[config.mk]
export PLATFORM = sky130hd
export DESIGN_NAME = dst_changeover
export DESIGN_NICKNAME = d
export VERILOG_FILES = /design/src/dst_pkg.sv /design/src/dst_changeover.sv
export SDC_FILE = /design/constraint.sdc
export NUM_CORES = 1
export LEC_CHECK = 0
export BUFFER_PORTS_ARGS = -buffer_cell sky130_fd_sc_hd__buf_4
export CAP_MARGIN = 20
export CELL_PAD_IN_SITES_DETAIL_PLACEMENT = 2
export CELL_PAD_IN_SITES_GLOBAL_PLACEMENT = 2
export CORE_UTILIZATION = 35
export CTS_BUF_LIST = sky130_fd_sc_hd__clkbuf_4
export DETAILED_ROUTE_END_ITERATION = 6
export HOLD_SLACK_MARGIN = 0.03
export PLACE_DENSITY = 0.84
export SLEW_MARGIN = 20
export SYNTH_ARGS = -nofsm -noshare
export SYNTH_HDL_FRONTEND = slang
export SYNTH_SLANG_ARGS = --single-unit
[constraint.sdc]
create_clock -name core_clk_in -period 9.2 [get_ports core_clk_in]
set_input_delay 1.84 -clock core_clk_in [delete_from_list [all_inputs] [get_ports core_clk_in]]
set_output_delay 1.84 -clock core_clk_in [all_outputs]
set_load 0.05 [all_outputs]
[src/dst_pkg.sv]
/*
  Shared types, constants and the changeover-point matcher for the
  daylight-saving changeover block.
  Assumes a single core clock; all users import dst_pkg::*.
*/
// Function
// - reset selects no-changeover, clock never shifted
// - EU: last March Sunday 2->3, October 3->2
// - GB: last March Sunday 1->2, October 2->1
// - US: March 2nd Sunday 2->3, November 1st 2->1
// - rule shift 0..3 hours, half-hour steps
// - rule point: occurrence, weekday, month, time
// - end changeover reuses start shift amount
// - manual: start date 2->3, end date 3->2
// - manual dates repeat every year unchanged
// - hour, minute, day, month, year separately kept
package dst_pkg;

  // ==========================================================
  // calendar and changeover point carriers
  typedef struct packed {
    logic [6:0] year;     // years after 2000
    logic [3:0] month;
    logic [4:0] day;
    logic [2:0] weekday;  // 0 = sunday
    logic [4:0] hour;
    logic [5:0] minute;
  } dst_cal_t;

  typedef struct packed {
    logic [2:0] occ;      // fixed date, 1..4 or last
    logic [2:0] weekday;
    logic [4:0] day;      // used by fixed date only
    logic [3:0] month;
    logic [4:0] hour;
    logic [5:0] minute;
  } dst_point_t;

  typedef struct packed {
    dst_point_t start_pt;
    dst_point_t end_pt;
    logic [2:0] shift_amount;  // half hours
  } dst_rule_t;

  typedef enum logic [2:0] {
    DST_NONE, DST_MANUAL, DST_EU, DST_GB, DST_US, DST_RULE
  } dst_mode_t;

  // ==========================================================
  // constants
  localparam logic [2:0]  OCC_FIXED     = 3'h0;
  localparam logic [2:0]  OCC_LAST      = 3'h5;
  localparam logic [2:0]  WD_SUNDAY     = 3'h0;
  localparam logic [2:0]  WD_COUNT      = 3'h7;
  localparam logic [2:0]  SHIFT_MAX     = 3'h6;
  localparam logic [2:0]  SHIFT_PRESET  = 3'h2;
  localparam logic [10:0] MIN_PER_HOUR  = 11'h03c;
  localparam logic [10:0] MIN_PER_DAY   = 11'h5a0;
  localparam logic [10:0] MIN_PER_SHIFT = 11'h01e;
  localparam logic [5:0]  MINUTE_LAST   = 6'h3b;
  localparam logic [4:0]  HOUR_LAST     = 5'h17;
  localparam logic [3:0]  MONTH_LAST    = 4'hc;
  localparam logic [6:0]  YEAR_LAST     = 7'h63;
  localparam logic [4:0]  DAY_WEEK      = 5'h07;
  localparam logic [4:0]  MANUAL_ON_HR  = 5'h02;
  localparam logic [4:0]  MANUAL_OFF_HR = 5'h03;
  // power-on calendar: wednesday 1:00, 2002-05-01
  localparam dst_cal_t CAL_RESET = '{7'h02, 4'h5, 5'h01, 3'h3,
                                     5'h01, 6'h00};
  localparam dst_point_t EU_START = '{OCC_LAST, WD_SUNDAY, 5'h00,
                                      4'h3, 5'h02, 6'h00};
  localparam dst_point_t EU_END   = '{OCC_LAST, WD_SUNDAY, 5'h00,
                                      4'ha, 5'h03, 6'h00};
  localparam dst_point_t GB_START = '{OCC_LAST, WD_SUNDAY, 5'h00,
                                      4'h3, 5'h01, 6'h00};
  localparam dst_point_t GB_END   = '{OCC_LAST, WD_SUNDAY, 5'h00,
                                      4'ha, 5'h02, 6'h00};
  localparam dst_point_t US_START = '{3'h2, WD_SUNDAY, 5'h00,
                                      4'h3, 5'h02, 6'h00};
  localparam dst_point_t US_END   = '{3'h1, WD_SUNDAY, 5'h00,
                                      4'hb, 5'h02, 6'h00};
  localparam dst_point_t POINT_RESET = '{OCC_FIXED, WD_SUNDAY, 5'h01,
                                         4'h1, 5'h00, 6'h00};

  // ==========================================================
  // helpers
  function automatic logic [4:0] dst_dim(input logic [3:0] m,
                                         input logic [6:0] y);
    logic [4:0] d;
    d = 5'h1f;
    if (m == 4'h4 || m == 4'h6 || m == 4'h9 || m == 4'hb) begin
      d = 5'h1e;
    end else if (m == 4'h2) begin
      // years 2000..2099: every fourth year is a leap year
      d = (y[1:0] == 2'h0) ? 5'h1d : 5'h1c;
    end
    return d;
  endfunction

  function automatic logic [10:0] dst_to_min(input logic [4:0] h,
                                             input logic [5:0] m);
    return 11'({6'h00, h} * MIN_PER_HOUR) + {5'h00, m};
  endfunction

endpackage

/*
  Combinational test: does a calendar date fall on a changeover day.
  Assumes the caller supplies the month length of the date's month.
*/
module dst_occ_match
  import dst_pkg::*;
(
  input  wire logic [3:0] month_in,
  input  wire logic [4:0] day_in,
  input  wire logic [2:0] weekday_in,
  input  wire logic [4:0] dim_in,
  input  wire dst_point_t point_in,
  output logic            hit_out
);
  wire logic [4:0] week_idx = 5'((day_in - 5'h01) / DAY_WEEK);
  wire logic       last_wk  = ({1'b0, day_in} + {1'b0, DAY_WEEK})
                              > {1'b0, dim_in};
  wire logic       nth_wk   = (week_idx == 5'(point_in.occ - 3'h1));
  wire logic       wd_hit   = (weekday_in == point_in.weekday) &&
                              ((point_in.occ == OCC_LAST) ? last_wk
                                                          : nth_wk);
  // a fixed date carries no year, so it recurs every year
  wire logic       fx_hit   = (day_in == point_in.day);
  assign hit_out = (month_in == point_in.month) &&
                   ((point_in.occ == OCC_FIXED) ? fx_hit : wd_hit);
endmodule

[src/dst_changeover.sv]
/*
  Calendar clock with daylight-saving changeover.
  Assumes minute_tick_in is a one-cycle pulse from logic on core_clk_in;
  configuration and settings arrive as plain ports with write strobes.
*/
module dst_changeover
  import dst_pkg::*;
(
  input  wire logic       core_clk_in,
  input  wire logic       resetn_in,
  input  wire logic       minute_tick_in,
  input  wire logic       set_wr_in,
  input  wire dst_cal_t   set_cal_in,
  input  wire logic       set_summer_in,
  input  wire logic       cfg_wr_in,
  input  wire dst_mode_t  cfg_mode_in,
  input  wire dst_point_t cfg_manual_start_in,
  input  wire dst_point_t cfg_manual_end_in,
  input  wire dst_rule_t  cfg_rule_in,
  output dst_cal_t        cal_out,
  output logic            summer_out,
  output logic            shift_fwd_out,
  output logic            shift_back_out
);

  // ==========================================================
  // reset release
  logic rst_meta_reg;
  logic rst_n_reg;
  always_ff @(posedge core_clk_in or negedge resetn_in) begin
    if (!resetn_in) begin
      rst_meta_reg <= 1'b0;
      rst_n_reg    <= 1'b0;
    end else begin
      rst_meta_reg <= 1'b1;
      rst_n_reg    <= rst_meta_reg;
    end
  end

  // ==========================================================
  // stored selection
  dst_mode_t  mode_reg;
  dst_point_t man_start_reg;
  dst_point_t man_end_reg;
  dst_rule_t  rule_reg;
  wire logic [2:0] cfg_shift = (cfg_rule_in.shift_amount > SHIFT_MAX) ?
                               SHIFT_MAX : cfg_rule_in.shift_amount;
  always_ff @(posedge core_clk_in or negedge rst_n_reg) begin
    if (!rst_n_reg) begin
      mode_reg      <= DST_NONE;
      man_start_reg <= POINT_RESET;
      man_end_reg   <= POINT_RESET;
      rule_reg      <= '{POINT_RESET, POINT_RESET, SHIFT_PRESET};
    end else if (cfg_wr_in) begin
      mode_reg      <= cfg_mode_in;
      man_start_reg <= cfg_manual_start_in;
      man_end_reg   <= cfg_manual_end_in;
      rule_reg      <= '{cfg_rule_in.start_pt, cfg_rule_in.end_pt,
                         cfg_shift};
    end
  end

  // ==========================================================
  // active changeover points
  dst_point_t pt_start;
  dst_point_t pt_end;
  logic [2:0] shift_sel;
  always_comb begin
    pt_start  = POINT_RESET;
    pt_end    = POINT_RESET;
    shift_sel = SHIFT_PRESET;
    case (mode_reg)
      DST_EU: begin
        pt_start = EU_START;
        pt_end   = EU_END;
      end
      DST_GB: begin
        pt_start = GB_START;
        pt_end   = GB_END;
      end
      DST_US: begin
        pt_start = US_START;
        pt_end   = US_END;
      end
      DST_MANUAL: begin
        pt_start = '{OCC_FIXED, WD_SUNDAY, man_start_reg.day,
                     man_start_reg.month, MANUAL_ON_HR, 6'h00};
        pt_end   = '{OCC_FIXED, WD_SUNDAY, man_end_reg.day,
                     man_end_reg.month, MANUAL_OFF_HR, 6'h00};
      end
      DST_RULE: begin
        pt_start  = rule_reg.start_pt;
        pt_end    = rule_reg.end_pt;
        // one amount serves both directions
        shift_sel = rule_reg.shift_amount;
      end
      default: begin
        shift_sel = 3'h0;
      end
    endcase
  end

  // ==========================================================
  // calendar increment, field by field
  dst_cal_t   cal_reg;
  dst_cal_t   inc;
  logic       new_day;
  wire logic [4:0] dim_cur = dst_dim(cal_reg.month, cal_reg.year);
  always_comb begin
    inc     = cal_reg;
    new_day = 1'b0;
    if (cal_reg.minute != MINUTE_LAST) begin
      inc.minute = cal_reg.minute + 6'h01;
    end else begin
      inc.minute = 6'h00;
      if (cal_reg.hour != HOUR_LAST) begin
        inc.hour = cal_reg.hour + 5'h01;
      end else begin
        inc.hour    = 5'h00;
        new_day     = 1'b1;
        inc.weekday = (cal_reg.weekday == WD_COUNT - 3'h1) ?
                      3'h0 : cal_reg.weekday + 3'h1;
        if (cal_reg.day != dim_cur) begin
          inc.day = cal_reg.day + 5'h01;
        end else begin
          inc.day = 5'h01;
          if (cal_reg.month != MONTH_LAST) begin
            inc.month = cal_reg.month + 4'h1;
          end else begin
            inc.month = 4'h1;
            inc.year  = (cal_reg.year == YEAR_LAST) ?
                        7'h00 : cal_reg.year + 7'h01;
          end
        end
      end
    end
  end

  // ==========================================================
  // changeover detection on the incremented time
  logic start_day;
  logic end_day;
  wire logic [4:0] dim_inc = dst_dim(inc.month, inc.year);
  dst_occ_match u_start_match (
    .month_in   (inc.month),
    .day_in     (inc.day),
    .weekday_in (inc.weekday),
    .dim_in     (dim_inc),
    .point_in   (pt_start),
    .hit_out    (start_day)
  );
  dst_occ_match u_end_match (
    .month_in   (inc.month),
    .day_in     (inc.day),
    .weekday_in (inc.weekday),
    .dim_in     (dim_inc),
    .point_in   (pt_end),
    .hit_out    (end_day)
  );

  logic summer_reg;
  logic start_done_reg;
  logic end_done_reg;
  // codes past the last preset decode to nothing and must never shift
  wire logic active   = (mode_reg != DST_NONE) &&
                        (mode_reg <= DST_RULE);
  wire logic at_start = start_day && inc.hour == pt_start.hour &&
                        inc.minute == pt_start.minute;
  wire logic at_end   = end_day && inc.hour == pt_end.hour &&
                        inc.minute == pt_end.minute;
  // the done flags stop the repeated hour from firing again
  wire logic do_start = minute_tick_in && active && !summer_reg &&
                        !start_done_reg && at_start;
  wire logic do_end   = minute_tick_in && active && summer_reg &&
                        !end_done_reg && at_end;

  // shift arithmetic in minutes of the day; no date carry, since
  // changeovers sit well away from midnight
  wire logic [10:0] inc_min = dst_to_min(inc.hour, inc.minute);
  wire logic [10:0] sh_min  = 11'({8'h00, shift_sel} * MIN_PER_SHIFT);
  wire logic [10:0] fwd_raw = inc_min + sh_min;
  wire logic [10:0] fwd_min = (fwd_raw >= MIN_PER_DAY) ?
                              fwd_raw - MIN_PER_DAY : fwd_raw;
  wire logic [10:0] bwd_min = (inc_min >= sh_min) ? inc_min - sh_min :
                              inc_min + MIN_PER_DAY - sh_min;
  wire logic [10:0] new_min = do_start ? fwd_min :
                              do_end ? bwd_min : inc_min;
  wire logic [4:0]  new_hr  = 5'(new_min / MIN_PER_HOUR);
  wire logic [5:0]  new_mn  = 6'(new_min % MIN_PER_HOUR);

  // ==========================================================
  // state registers
  always_ff @(posedge core_clk_in or negedge rst_n_reg) begin
    if (!rst_n_reg) begin
      cal_reg        <= CAL_RESET;
      summer_reg     <= 1'b0;
      start_done_reg <= 1'b0;
      end_done_reg   <= 1'b0;
      shift_fwd_out  <= 1'b0;
      shift_back_out <= 1'b0;
    end else if (set_wr_in) begin
      cal_reg        <= set_cal_in;
      summer_reg     <= set_summer_in;
      start_done_reg <= 1'b0;
      end_done_reg   <= 1'b0;
      shift_fwd_out  <= 1'b0;
      shift_back_out <= 1'b0;
    end else begin
      shift_fwd_out  <= do_start;
      shift_back_out <= do_end;
      if (minute_tick_in) begin
        cal_reg        <= '{inc.year, inc.month, inc.day, inc.weekday,
                            new_hr, new_mn};
        summer_reg     <= do_start ? 1'b1 : do_end ? 1'b0 : summer_reg;
        start_done_reg <= do_start | (start_done_reg & !new_day);
        end_done_reg   <= do_end | (end_done_reg & !new_day);
      end
    end
  end

  assign cal_out    = cal_reg;
  assign summer_out = summer_reg;

  // ==========================================================
  // checks
  a_reset_mode_none: assert property (@(posedge core_clk_in)
    disable iff (!rst_n_reg) $rose(rst_n_reg) |-> mode_reg == DST_NONE)
    else $error("selection not none after reset");
  a_none_no_shift: assert property (@(posedge core_clk_in)
    disable iff (!rst_n_reg) mode_reg == DST_NONE |-> !do_start && !do_end)
    else $error("shift with no changeover selected");
  a_eu_start_time: assert property (@(posedge core_clk_in)
    disable iff (!rst_n_reg)
    (mode_reg == DST_EU && do_start && !set_wr_in) |=>
      cal_reg.hour == 5'h03 && cal_reg.minute == 6'h00 && shift_fwd_out)
    else $error("eu start did not land on 3:00");
  a_gb_end_time: assert property (@(posedge core_clk_in)
    disable iff (!rst_n_reg)
    (mode_reg == DST_GB && do_end && !set_wr_in) |=>
      cal_reg.hour == 5'h01 && !summer_reg)
    else $error("gb end did not land on 1:00");
  a_us_end_time: assert property (@(posedge core_clk_in)
    disable iff (!rst_n_reg)
    (mode_reg == DST_US && do_end && !set_wr_in) |=>
      cal_reg.hour == 5'h01 && cal_reg.month == 4'hb &&
      cal_reg.day <= 5'h07)
    else $error("us end misplaced");
  a_shift_range: assert property (@(posedge core_clk_in)
    disable iff (!rst_n_reg) rule_reg.shift_amount <= SHIFT_MAX)
    else $error("shift amount above three hours");
  a_rule_end_back: assert property (@(posedge core_clk_in)
    disable iff (!rst_n_reg)
    (mode_reg == DST_RULE && do_end && !set_wr_in) |=>
      dst_to_min(cal_reg.hour, cal_reg.minute) ==
      $past(bwd_min) && $past(sh_min) ==
      11'({8'h00, $past(rule_reg.shift_amount)} * MIN_PER_SHIFT))
    else $error("end shift differs from start shift");
  a_manual_start: assert property (@(posedge core_clk_in)
    disable iff (!rst_n_reg)
    (mode_reg == DST_MANUAL && do_start && !set_wr_in) |=>
      cal_reg.hour == 5'h03 && cal_reg.day == $past(man_start_reg.day))
    else $error("manual start not at 3:00 on set day");
  a_end_once: assert property (@(posedge core_clk_in)
    disable iff (!rst_n_reg)
    (do_end && !set_wr_in) |=> end_done_reg && !do_end)
    else $error("second backward shift on one day");

endmodule

==> flow_summary.toml <==
[synthesis]
synth_ff_type = "dfrtp_1"
synth_seq_cells = 113
ys_seq_area_share_pct = 24.95
ys_warn_count = 0
syn-num-nets = 1585
synth_top_area_share_pct = 21.27
syn_area_per_cell_um2 = 8.454
synthCells = 1350
synth-async-reset-ratio_pct = 100.0
synthDistinctLibCells = 105
syn_area_um2 = 11410
ys_top_cells_by_area = "dfrtp_1, ha_1, mux2_2, o21ai_0, xnor2_1"
synth_edf_count = 0
yosys.area.top_type = "dfrtp_1"

[global_route]
grtUsageMet1_pct = 36.26
grt_start_max_net_pins = 82
grt_overflow = 0
grt_use_met3_pct = 4.650
top_usage_layer = "met2"
grtUsageTotal_pct = 31.02
antenna_found_initial = 1
grt_pass1_vias = 13310
gr-usage-met2_pct = 55.76
grt_pass1_wl_um = 78870

[clock_tree]
clk_latency_ns = 0.65
clk_pin_slew_ns = 0.15
ctsRootBufferMaster = "clkbuf_4"
clock-sinks = 113
clockBufferDepth = 2
hold_buffers = 0
cts_max_level = 4
cts_tree = "done"
numCtsBuffers = 17

[status]
status = "completed"

[floorplanning]
core_region_area_um2 = 31800
start_util_pct = 35.89
die_h_um = 182.6
num_io_pins = 179
die-area_um2 = 33340
rows = 65
die_w_um = 182.6

[worst_setup_path]
r2r-start = "cal_out[1]"
startpoint_type = "register"
regToRegSetupSlack_ns = 0.14
path_class = "reg2reg"
cp.required_ns = 9.74
max_stage_delay_ns = 0.55
slowest_stage = "fa_1"
critical_path_arrival_ns = 9.60
critPathMaxFanout = 5
end_kind = "register"
rr_endpoint = "cal_out[4]"
worst_r2r_path_depth = 40
cpMostUsedCell = "buf_4"

[final_layout]
layout_commonest_cell = "buf_4"
fill_cells = 3508
syn_to_final_growth_pct = 23.50
fin_nets = 1791
multiInputGateArea_um2 = 8119
fin_area_um2 = 14100
post-route-util_pct = 44.33
drive_gt1_share_pct = 28.81
largest_reg_flops = 55
final_cell_mix = "buf_4, nand2_1, nor2_1, o21ai_0, dfrtp_1"
seqCellArea_um2 = 2851

[timing]
setup_violations = 0
hold_violations = 0
worst_slew_pin_slew_ns = 1.106
finClkSkew_ns = 0.04220
maxSlewViolCount = 0
whs_ns = 0.3227
post-route-period-util_pct = 98.50
period_minus_slack_ns = 9.062
maxSlewHeadroom_pct = 26.30
tns_ns = 0
clock.fmax_mhz = 110.3

[place]
dp_hpwl_um = 37470
port_buffers = 144
placed_area_um2 = 13530
gp_congestion = 0.9061

[detailed_routing]
wirelength_um = 55810
drt_iter0_drc = 838
wl_per_cell_um = 27.84
vias_per_cell = 6.206
drt_pass1_iterations = 7
drtAntennaViolNets = 0
drc = 0
vias = 12440

[worst_hold_path]
hold_class = "reg2async"

[flow_run]
cap_viol_max_count = 0
worst max-delay path: cells and delay by family, from the launching register on:
family | cells | cell delay (ns)
adder cells (fa/ha/maj) | 7 | 2.74
AO/OA/AOI/OAI | 12 | 2.13
AND/OR/NAND/NOR | 7 | 1.65
buffers and inverters | 10 | 1.30
flip-flops | 1 | 0.44
XOR/XNOR | 2 | 0.33
multiplexers | 2 | 0.30
worst max-delay path by stage:
stage,start,depth (start not counted),slack (ns),endpoint
after global routing,cal_out[1],40,-0.20,cal_out[4]
after CTS,cal_out[1],39,0.02,cal_out[4]
after global placement,cal_out[1],38,0.45,cal_out[4]
final,cal_out[1],40,0.14,cal_out[4]
after floorplan,cal_out[0],38,0.04,cal_out[2]
after detailed placement,cal_out[0],38,-0.16,cal_out[4]
cell type report:
type	instances	share of cell area, %
Tap cell	435	3.861
Clock inverter	15	1.358
Sequential cell	113	20.23
Multi-Input combinational cell	1080	57.60
Clock buffer	17	0.9054
Inverter	87	2.317
Timing Repair Buffer	257	13.71
Antenna cell	1	0.01775
cell families (layout without fill, tap and decap cells):
logic type,count (synthesis),count (layout),synth area share [%]
compound gates,374,374,22.81
xor+xnor,74,74,5.679
fa+ha+maj,92,92,11.21
buf+inv,157,376,5.503
flops,113,113,24.95
mux,108,108,10.33
other cells,1,2,0.03286
simple gates,431,431,19.48
cells in the mapped netlist (12+ instances only):
cell	number
a211oi_1	20
a21o_1	15
a21oi_1	75
a31oi_1	12
and3_1	14
clkbuf_1	50
dfrtp_1	97
dfstp_2	16
fa_1	18
ha_1	71
inv_1	86
mux2_2	78
mux2i_1	30
nand2_1	107
nand2b_1	20
nand3_1	37
nand4_1	15
nor2_1	102
nor2b_1	16
nor3_1	34
o21ai_0	102
xnor2_1	52
xor2_1	22
layer usage:
metal	vias to the layer above	wire length, µm
met5	-	0
met4	0	2886
met3	206	3105
met2	579	27830
met1	6342	21980
li1	5317	-
what timing repair did:
action,CTS,global route
setup endpoints to repair,5,7
pin swaps,3,9
gates resized for setup,7,37
setup buffers,4,5
stage by stage:
stage / cells / worst slack (ns)
CTS: 1999 / 0.01962
global route: 2005 / -0.1981
finish: 2005 / 0.1377
floorplan: 1350 / 0.04347
global placement: 1963 / 0.4528
detailed placement: 1963 / -0.1556
Power is not shown: default switching activity piles up to over one toggle a cycle in this logic, so the estimate is an artifact.
